File: config.mk
export PLATFORM = sky130hd
export DESIGN_NAME = clps_ctrl
export DESIGN_NICKNAME = d
export VERILOG_FILES = /design/src/hw/clps_pkg.sv /design/src/hw/clps_core_seq.sv /design/src/hw/clps_ctrl.sv
export SDC_FILE = /design/constraint.sdc
export NUM_CORES = 1
export LEC_CHECK = 0
export BUFFER_PORTS_ARGS = -buffer_cell sky130_fd_sc_hd__buf_2
export CAP_MARGIN = 25
export CORE_ASPECT_RATIO = 2
export CORE_MARGIN = 3
export CORE_UTILIZATION = 30
export CTS_CLUSTER_SIZE = 25
export DETAILED_ROUTE_END_ITERATION = 10
export PLACE_DENSITY = 0.48
export SYNTH_ARGS = -nofsm -noshare
export SYNTH_HDL_FRONTEND = slang
export SYNTH_HIERARCHICAL = 1
export SYNTH_SLANG_ARGS = --single-unit
export TNS_END_PERCENT = 100
File: constraint.sdc
create_clock -name clk -period 3.5 [get_ports clk]
set_clock_uncertainty 0.1 [all_clocks]
set_input_delay 0.7 -clock clk [delete_from_list [all_inputs] [get_ports clk]]
set_output_delay 0.7 -clock clk [all_outputs]
set_load 0.03 [all_outputs]
File: src/hw/clps_pkg.sv
package clps_pkg;
  localparam int CLPS_NUM_CORES = 4;
  localparam int CLPS_NUM_UNITS = 8;
  localparam int CLPS_VID_W = 8;
  // wake latency budget from deep nap, in platform clocks
  localparam int CLPS_WAKE_BUDGET_CLK = 100;
  localparam int CLPS_CLK_HZ = 20000000;
  localparam int CLPS_WAKE_BUDGET_NS = CLPS_WAKE_BUDGET_CLK * (1000000000 / CLPS_CLK_HZ);
  // supply ramp from retention back to nominal, kept well inside the budget
  localparam int CLPS_RAMP_NS = 2000;
  localparam int CLPS_RAMP_CYC = (CLPS_RAMP_NS * (CLPS_CLK_HZ / 1000000)) / 1000;
  localparam int CLPS_LPI_IDLE_US = 500;
  localparam int CLPS_LPI_IDLE_CYC = CLPS_LPI_IDLE_US * (CLPS_CLK_HZ / 1000000);
  localparam logic [1:0] CLPS_REQ_RUN = 2'h0;
  localparam logic [1:0] CLPS_REQ_LIGHT = 2'h1;
  localparam logic [1:0] CLPS_REQ_DEEP = 2'h2;

  typedef enum logic [2:0] {
    CLPS_RUN = 3'h0,
    CLPS_LIGHT = 3'h1,
    CLPS_DEEP = 3'h2,
    CLPS_WAKE = 3'h3
  } clps_state_type;

  typedef struct packed {
    logic fetch_en;
    logic snoop_en;
    logic clk_en;
    logic retention_voltage_gating;
  } clps_core_ctl_type;

  typedef struct packed {
    logic wr;
    logic [1:0] core;
    logic [1:0] req;
  } clps_pm_wr_type;

  typedef struct packed {
    logic ext_trigger;
    logic interrupt;
    logic doorbell;
    logic l1d_stash;
    logic resv_snoop_clear;
  } clps_wake_type;
endpackage : clps_pkg

File: src/hw/clps_core_seq.sv
`timescale 1ns/1ps
module clps_core_seq
  import clps_pkg::*;
#(
  parameter int RAMP_CYC = CLPS_RAMP_CYC
) (
  input wire logic clk,
  input wire logic resetn,
  input wire logic reg_set_valid,
  input wire logic [1:0] reg_set_req,
  input wire logic [1:0] halt_thread,
  input wire clps_wake_type wake_ev,
  input wire logic cluster_deep,
  output clps_core_ctl_type ctl,
  output clps_state_type state,
  output logic by_reg
);
  localparam int CW = $clog2(RAMP_CYC + 1);

  typedef struct packed {
    clps_state_type st;
    logic by_reg;
    logic [1:0] waiting;
    logic [CW-1:0] cnt;
    clps_core_ctl_type ctl;
  } clps_seq_type;

  clps_seq_type s_reg;
  clps_seq_type s_next;
  logic wake_any;

  assign wake_any = |wake_ev;

  always_comb begin
    s_next = s_reg;
    // per-thread wait is latched; an event releases both threads unless the core was put to sleep by register write
    s_next.waiting = s_reg.waiting | halt_thread;
    if (!s_reg.by_reg && wake_any) begin
      s_next.waiting = 2'h0;
    end
    unique case (s_reg.st)
      CLPS_RUN: begin
        if (reg_set_valid && reg_set_req == CLPS_REQ_LIGHT) begin
          s_next.st = CLPS_LIGHT;
          s_next.by_reg = 1'b1;
        end else if (reg_set_valid && reg_set_req == CLPS_REQ_DEEP) begin
          s_next.st = CLPS_DEEP;
          s_next.by_reg = 1'b1;
        end else if (&s_next.waiting) begin
          s_next.st = CLPS_DEEP;
          s_next.by_reg = 1'b0;
        end
      end
      CLPS_LIGHT: begin
        // only a register write from another core leaves a register-entered state
        if (reg_set_valid && reg_set_req == CLPS_REQ_RUN) begin
          s_next.st = CLPS_RUN;
          s_next.by_reg = 1'b0;
        end else if (reg_set_valid && reg_set_req == CLPS_REQ_DEEP) begin
          s_next.st = CLPS_DEEP;
        end
      end
      CLPS_DEEP: begin
        if (cluster_deep) begin
          s_next.st = CLPS_DEEP;
        end else if (s_reg.by_reg ? (reg_set_valid && reg_set_req == CLPS_REQ_RUN)
                                  : wake_any) begin
          s_next.st = CLPS_WAKE;
          s_next.cnt = CW'(RAMP_CYC);
          s_next.by_reg = 1'b0;
        end else if (s_reg.by_reg && reg_set_valid && reg_set_req == CLPS_REQ_LIGHT) begin
          s_next.st = CLPS_LIGHT;
        end
      end
      CLPS_WAKE: begin
        if (s_reg.cnt == '0) begin
          s_next.st = CLPS_RUN;
        end else begin
          s_next.cnt = s_reg.cnt - 1'b1;
        end
      end
      default: begin
        s_next.st = CLPS_RUN;
      end
    endcase
    unique case (s_next.st)
      CLPS_RUN: s_next.ctl = '{fetch_en: 1'b1, snoop_en: 1'b1, clk_en: 1'b1,
                              retention_voltage_gating: 1'b0};
      CLPS_LIGHT: s_next.ctl = '{fetch_en: 1'b0, snoop_en: 1'b1, clk_en: 1'b1,
                                retention_voltage_gating: 1'b0};
      CLPS_DEEP: s_next.ctl = '{fetch_en: 1'b0, snoop_en: 1'b0, clk_en: 1'b0,
                               retention_voltage_gating: 1'b1};
      default: s_next.ctl = '{fetch_en: 1'b0, snoop_en: 1'b0, clk_en: 1'b1,
                             retention_voltage_gating: 1'b0};
    endcase
  end

  always_ff @(posedge clk or negedge resetn) begin
    if (!resetn) begin
      s_reg <= '{st: CLPS_RUN, by_reg: 1'b0, waiting: 2'h0, cnt: '0,
                 ctl: '{fetch_en: 1'b1, snoop_en: 1'b1, clk_en: 1'b1,
                        retention_voltage_gating: 1'b0}};
    end else begin
      s_reg <= s_next;
    end
  end

  assign ctl = s_reg.ctl;
  assign state = s_reg.st;
  assign by_reg = s_reg.by_reg;
endmodule : clps_core_seq

File: src/hw/clps_ctrl.sv
`timescale 1ns/1ps
// Function
// - in light nap a core stops fetching, still snoops its L1 and keeps all state.
// - in deep nap a core stops fetching and snooping, has all clocks off and sits at retention voltage.
// - a core leaving deep nap is back in full operation within about one hundred clocks.
// - a permitted core may pick any core and a low power state, and that core is placed in it unless statically disabled, waking or asleep by instruction.
// - a core put to sleep by register write cannot wake itself.
// - each thread's halt-until-event instruction is latched for that thread on its own; one halted thread leaves the core running.
// - a core asleep by instruction wakes on trigger, interrupt, doorbell, stash or snooped reservation.
// - the physical core enters deep nap once both threads have halted.
// - with all cores of a cluster in light nap and the L2 flushed, the cluster may enter deep nap.
// - units gate their own clocks whenever they have no work.
// - an auto-gated unit runs at full rate the cycle after work is dispatched to it.
// - software can stop the clocks of each unused block, cores included.
// - a statically disabled block is only re-clocked by chip reset.
// - after long transmit idleness the Ethernet path signals low power idle to the PHY.
// - the device carries a factory voltage code for software to program the regulator.
module clps_ctrl
  import clps_pkg::*;
#(
  parameter int NUM_CORES = CLPS_NUM_CORES,
  parameter int NUM_UNITS = CLPS_NUM_UNITS,
  parameter int LPI_IDLE_CYC = CLPS_LPI_IDLE_CYC,
  // arbitrary value, stands in for the per-part fuse contents
  parameter logic [CLPS_VID_W-1:0] FUSE_VID = 8'h5a
) (
  input wire logic clk,
  input wire logic resetn,
  input wire logic pm_wr_allowed,
  input wire clps_pm_wr_type pm_wr,
  input wire logic [NUM_CORES-1:0][1:0] halt_thread,
  input wire clps_wake_type [NUM_CORES-1:0] wake_ev,
  input wire logic cluster_deep_req,
  input wire logic l2_flushed,
  input wire logic [NUM_UNITS-1:0] unit_busy,
  input wire logic [NUM_UNITS-1:0] unit_dispatch,
  input wire logic unit_dis_wr,
  input wire logic [NUM_UNITS-1:0] unit_dis_val,
  input wire logic tx_active,
  output clps_core_ctl_type [NUM_CORES-1:0] core_ctl,
  output clps_state_type [NUM_CORES-1:0] core_state,
  output logic cluster_deep,
  output logic l2_clk_en,
  output logic [NUM_UNITS-1:0] unit_clk_en,
  output logic [NUM_UNITS-1:0] unit_dis,
  output logic lpi_assert,
  output logic [CLPS_VID_W-1:0] factory_supply_voltage_code
);
  localparam int LW = $clog2(LPI_IDLE_CYC + 1);

  //////////////////////////////////////////////////////////////////////////////
  typedef struct packed {
    logic cluster_deep;
    logic [NUM_UNITS-1:0] unit_dis;
    logic [NUM_UNITS-1:0] unit_clk_en;
    logic [LW-1:0] idle_cnt;
    logic lpi;
    logic [CLPS_VID_W-1:0] vid;
    logic vid_loaded;
    logic [1:0] tx_sync;
  } clps_top_type;

  clps_top_type t_reg;
  clps_top_type t_next;
  clps_core_ctl_type [NUM_CORES-1:0] seq_ctl;
  logic [NUM_CORES-1:0] all_light;
  logic [NUM_CORES-1:0] reg_sel;
  logic [NUM_CORES-1:0] core_by_reg;
  logic [NUM_CORES-1:0] static_off;

  //////////////////////////////////////////////////////////////////////////////
  // per-core sequencers; each core below NUM_UNITS maps onto the static disable bit of the same index, others have none
  for (genvar c = 0; c < NUM_CORES; c++) begin : g_core
    assign reg_sel[c] = pm_wr.wr && pm_wr_allowed && (pm_wr.core == 2'(c));
    assign static_off[c] = (c < NUM_UNITS) ? t_reg.unit_dis[c] : 1'b0;
    clps_core_seq clps_core_seq_i (
      .clk(clk),
      .resetn(resetn),
      .reg_set_valid(reg_sel[c] && !static_off[c]),
      .reg_set_req(pm_wr.req),
      .halt_thread(halt_thread[c]),
      .wake_ev(wake_ev[c]),
      .cluster_deep(t_reg.cluster_deep),
      .ctl(seq_ctl[c]),
      .state(core_state[c]),
      .by_reg(core_by_reg[c])
    );
    assign all_light[c] = (core_state[c] == CLPS_LIGHT) && core_by_reg[c];
    // a statically disabled core loses its clock outright; cluster deep nap overrides all
    assign core_ctl[c].fetch_en = seq_ctl[c].fetch_en && !static_off[c] && !t_reg.cluster_deep;
    assign core_ctl[c].snoop_en = seq_ctl[c].snoop_en && !static_off[c] && !t_reg.cluster_deep;
    assign core_ctl[c].clk_en = seq_ctl[c].clk_en && !static_off[c] && !t_reg.cluster_deep;
    assign core_ctl[c].retention_voltage_gating = seq_ctl[c].retention_voltage_gating ||
                                                  t_reg.cluster_deep;
  end

  //////////////////////////////////////////////////////////////////////////////
  always_comb begin
    t_next = t_reg;
    // cluster deep nap needs every core in light nap and a clean L2
    if (!t_reg.cluster_deep) begin
      t_next.cluster_deep = cluster_deep_req && l2_flushed && (&all_light);
    end else if (!cluster_deep_req) begin
      t_next.cluster_deep = 1'b0;
    end
    // disable bits only set; clearing needs chip reset
    if (unit_dis_wr) begin
      t_next.unit_dis = t_reg.unit_dis | unit_dis_val;
    end
    // work presented this cycle turns the clock on for the next one
    t_next.unit_clk_en = (unit_busy | unit_dispatch) & ~t_next.unit_dis;
    // tx pin is asynchronous: only the second stage feeds the idle counter
    t_next.tx_sync = {t_reg.tx_sync[0], tx_active};
    // long tx idleness raises low power idle, first activity drops it
    if (t_reg.tx_sync[1]) begin
      t_next.idle_cnt = '0;
      t_next.lpi = 1'b0;
    end else if (t_reg.idle_cnt == LW'(LPI_IDLE_CYC)) begin
      t_next.lpi = 1'b1;
    end else begin
      t_next.idle_cnt = t_reg.idle_cnt + 1'b1;
    end
    // fuse value is captured once after reset release, never in reset
    if (!t_reg.vid_loaded) begin
      t_next.vid = FUSE_VID;
      t_next.vid_loaded = 1'b1;
    end
  end

  always_ff @(posedge clk or negedge resetn) begin
    if (!resetn) begin
      t_reg <= '0;
    end else begin
      t_reg <= t_next;
    end
  end

  assign cluster_deep = t_reg.cluster_deep;
  assign l2_clk_en = !t_reg.cluster_deep;
  assign unit_clk_en = t_reg.unit_clk_en;
  assign unit_dis = t_reg.unit_dis;
  assign lpi_assert = t_reg.lpi;
  assign factory_supply_voltage_code = t_reg.vid;
endmodule : clps_ctrl

After elaboration in Yosys (flattened, before gate mapping)
Cells that the tools add are included.

word-level totals
  latch bits = 0
  ROM bits = 0
  memories kept = 0
  bits in writable memories = 0
  logic and storage cells = 306
  output and inout port bits = 55
  flip-flop bits (word level) = 100

cells by class
  order comparisons = 0
  reductions and logical operators = 116
  shift-type cells = 0
  $mul = 0
  equal/unequal tests = 47
  bitwise gates (word level) = 8
  multiplexer cells = 90
  div/mod/pow operators = 0
  $add $sub $neg = 5

operator list
  operator                                                                  count
  3-bit two-way mux                                                         24
  6-bit two-way mux                                                         12
  1-bit logical AND                                                         63
  4-bit two-way mux                                                         12
  3-bit one-hot mux with 4 select lines                                     4
  4-bit one-hot mux with 3 select lines                                     4
  6-bit one-hot mux with 2 select lines                                     4
  3-bit by 2-bit equality test with 1-bit output (second input constant)    12
  3-bit by 1-bit equality test with 1-bit output (second input constant)    8
  3-bit logical NOT                                                         8
  6-bit logical NOT                                                         4
  6-bit by 1-bit subtractor with 6-bit output (second input constant)       4
  4-bit AND reduction                                                       5
  5-bit AND reduction                                                       4
  5-bit OR reduction                                                        4
  1-bit two-way mux                                                         19
  2-bit inequality test (second input constant)                             9
  2-bit by 1-bit inequality test with 1-bit output (second input constant)  8
  4-bit by 1-bit inequality test with 1-bit output (second input constant)  4
  8-bit bitwise OR                                                          2
  15-bit two-way mux                                                        1
  14-bit by 1-bit adder with 14-bit output (second input constant)          1
  14-bit equality test (second input constant)                              1
  14-bit two-way mux                                                        1
  14 further kinds                                                          48

Depth between registers and ports, before layout
  depth after elaboration = 11
  depth in mapped cells = 8
  depth with buffers taken out = 7

By module
The synthesis kept the hierarchy.

modules (own cells, without submodules)
  module         area an instance (µm²)  cells an instance  times used  sequential area each (µm²)
  clps_core_seq  968.4                   106                4           404.1
  clps_ctrl      1,886.8                 193                1           900.9

Worst setup path after synthesis
Ideal clock, no wire load.

  path kind = input -> register
  start = input port pm_wr[4] (netlist bit)
  end = register g_core[1].clps_core_seq_i.s_reg, in the netlist g_core[1].clps_core_seq_i/ctl[0]
  path buffers = 1
  data arrival time = 2,213 ps
  slack = 1,070 ps
  stages = 8
  cells stage by stage = nand2_1 nor4b_1 nor2b_2 a41o_1 o22ai_2 or2_1 buf_6 nor2b_1

RTL lines
  item                  RTL line              RTL
  from (decl)           clps_ctrl.sv:30       input wire clps_pm_wr_type pm_wr,
  to (signal assigned)  clps_core_seq.sv:100  s_reg <= '{st: CLPS_RUN, by_reg: 1'b0, waiting: 2'h0, cnt: '0,
  to (signal assigned)  clps_core_seq.sv:104  s_reg <= s_next;
  to (decl)             clps_core_seq.sv:28   clps_seq_type s_reg;

==> flow_summary.toml <==
[clocking]
cts_resized = 0
post_cts_buffers = 0
clk_latency_ps = 350
tritoncts.num_buffers = 9
cts.sink_count = 100
hold_buffers = 0
cts_tree = "done"
clk_pin_slew_ps = 70
clockRootBuffer = "clkbuf_16"
htree_levels = 3
clockBufferDepth = 2

[logic_synthesis]
yosysMostFrequentCell = "dfrtp_1"
synth_top_family_by_area = "simple AND/OR/NAND/NOR gates"
yosys-top-cells-count = "88 x dfrtp_1, 87 x nor2_1, 52 x buf_4"
netlist.top_cell.by_area = "dfrtp_1"
synth_simple_gate_area_share_pct = 23.1
ys_seq_elements = 100
syn_avg_cell_area_um2 = 9.34
synth.area.mux_share_pct = 1.02
synthTopCellsByArea = "dfrtp_1 38%, buf_4 6.8%, nor2_1 5.7%, dfstp_2 5.5%, a31oi_1 2.6%"
synth_area_um2 = 5760
syn_inst = 617
synth_edf_count = 0
yosysSeqAreaShare_pct = 43.7
synth_compound_area_share_pct = 16.9
synthArstFlopShare_pct = 100
yosysWarnings = 6
synth_xor_area_share_pct = 1.52
synthAdderAreaFrac_pct = 2.17
yosysUniqueCellTypes = 58
synth_top_area_share_pct = 38.2
synth_ff_type = "dfrtp_1"

[sta]
fin_crit_ps = 2470
hold_viol = 0
maxSlewHeadroom_pct = 50.9
slew_violations = 0
tightest_slew_ps = 736
grt_setup_unrepaired = "false"
fmax_mhz = 404
fin_crit_sh_pct = 70.7
fin_setup_tns_ps = 0
finalSetupViolCount = 0

[global_route]
grt.busiest_layer = "met2"
antenna_found_initial = 0
grt_pass1_vias = 4690
use_met3_pct = 2.62
grt_max_degree = 54
use_met2_pct = 25.6
grtUsageTotal_pct = 13.9
overflow = 0
grt_pass1_wl_um = 23400
use_met1_pct = 15.2

[finish]
stdcell_count = 943
antenna_cells = 0
syn_to_final_growth_pct = 12.3
largest_reg_flops = 32
drive_gt1_share_pct = 27.8
nets = 757
nFillCells = 1996

[drt]
post_drt_wl_per_cell_um = 15.4
drc = 0
routed_via_density = 4.92
drt-total-wl_um = 14500
postRouteAntennaNets = 0
drt-pass1-iter-count = 4
vias = 4642
drt_iter0_markers = 192

[hold_path]
hold_depth = 0
hold_class = "reg -> reg"

[run]
drv_cap = 0

[place]
gp_congestion = 0.847
dp_cells = 927
dpl.hpwl_um = 10800
io_buffers = 114

[worst_setup_path]
end_kind = "primary output"
arrival_ps = 1670
worstRegToRegCells = 6
path_class = "reg -> out"
cp.required_ps = 2700
cp_max_fo = 19
start_kind = "register"

[power_and_ir_drop]
power.density_nw_per_um2 = 376
p_leak_nw = 2.89
ir_drop_uv = 191

[floorplanning]
io_pins = 119
core.rowCount = 71
die_w_um = 104
die_y_um = 202
initial_core_util_pct = 30.6
core_um2 = 18800
die_area_um2 = 21000

[status]
status = "finished, final reports clean"
[area by class of cell]
| class | instances | area, um^2 | share of cell area (%) |
|---|---|---|---|
| multi-input cells | 417 | 2610 | 40.4 |
| flip-flops and latches | 100 | 2520 | 38.9 |
| repair buffers | 116 | 601 | 9.29 |
| well taps | 255 | 319 | 4.93 |
| clock buffers | 10 | 229 | 3.54 |
| inverters | 39 | 146 | 2.26 |
| clock inverters | 6 | 41.3 | 0.639 |
[logic make-up after synthesis]
kind of cell | after synthesis
simple gates | 252
compound gates | 131
buf+inv | 103
flops | 100
fa+ha+maj | 10
xor+xnor | 10
other cells | 6
mux | 5
[through the flow]
| stage | worst slack, ps | hold WS, ps | utilization (%) | area (um^2) | power (mW) |
|---|---|---|---|---|---|
| after floorplan | 1070 | 231 | - | 5770 | 1.41 |
| after global placement | 842 | 249 | 32.9 | 6200 | 1.50 |
| after detailed placement | 789 | 241 | 32.9 | 6200 | 1.51 |
| after CTS | 983 | 268 | 34.3 | 6470 | 2.47 |
| after global routing | 872 | 293 | 34.3 | 6470 | 2.55 |
| final | 1030 | 261 | 34.3 | 6470 | 2.43 |
[per-layer routing]
layer / up-vias / wire length [um] / part of all wire, %
li1: 2217 / - / -
met1: 2250 / 5770 / 40
met2: 155 / 7640 / 53
met3: 20 / 709 / 4.9
met4: 0 / 379 / 2.6
met5: - / 0 / 0
[power by group]
group | total, mW | internal, mW | switching (mW)
sequential | 1.25 | 1.20 | 0.0487
clock | 0.942 | 0.482 | 0.460
combinational | 0.239 | 0.0998 | 0.139
[final timing paths]
| path | start | to | slack [ps] |
|---|---|---|---|
| worst max-delay path | cluster_deep | core_ctl[10] | 1030 |
| worst min register to register | t_next[1] | t_reg[1] | 260 |
| worst max register to register | unit_dis[0] | g_core[0].clps_core_seq_i/s_reg[9] | 1110 |
| worst min-delay path | t_next[1] | t_reg[1] | 260 |
| max in group asynchronous | resetn | g_core[0].clps_core_seq_i/ctl[2] | 2230 |
| min in group asynchronous | resetn | t_reg[17] | 290 |
[critical path, stage by stage, from the launching register on]
cell and delay (ps):
dfrtp_1 820, nor2_1 130, and2_1 200, buf_2 170
[cells in the final DEF, fill, tap and decap left out, types with 5 or more instances in the layout]
master     count
nand2b_1       7
buf_2        113
conb_1         9
nand4_1       13
and2_1        16
a31oi_1       24
inv_1         35
o21ai_0       20
nand2_1       21
nand3_1       23
or2_2          8
dfrtp_1       88
ha_1          10
o211ai_1       8
nor3_1        19
nor2b_1       19
xor2_1         5
a21oi_1       18
clkbuf_16      9
nor2_1        87
or3_1          7
a22o_1         8
dfstp_2       12
a21o_1         8
xnor2_1        5
No activity file was read; power rests on OpenSTA's default activity.
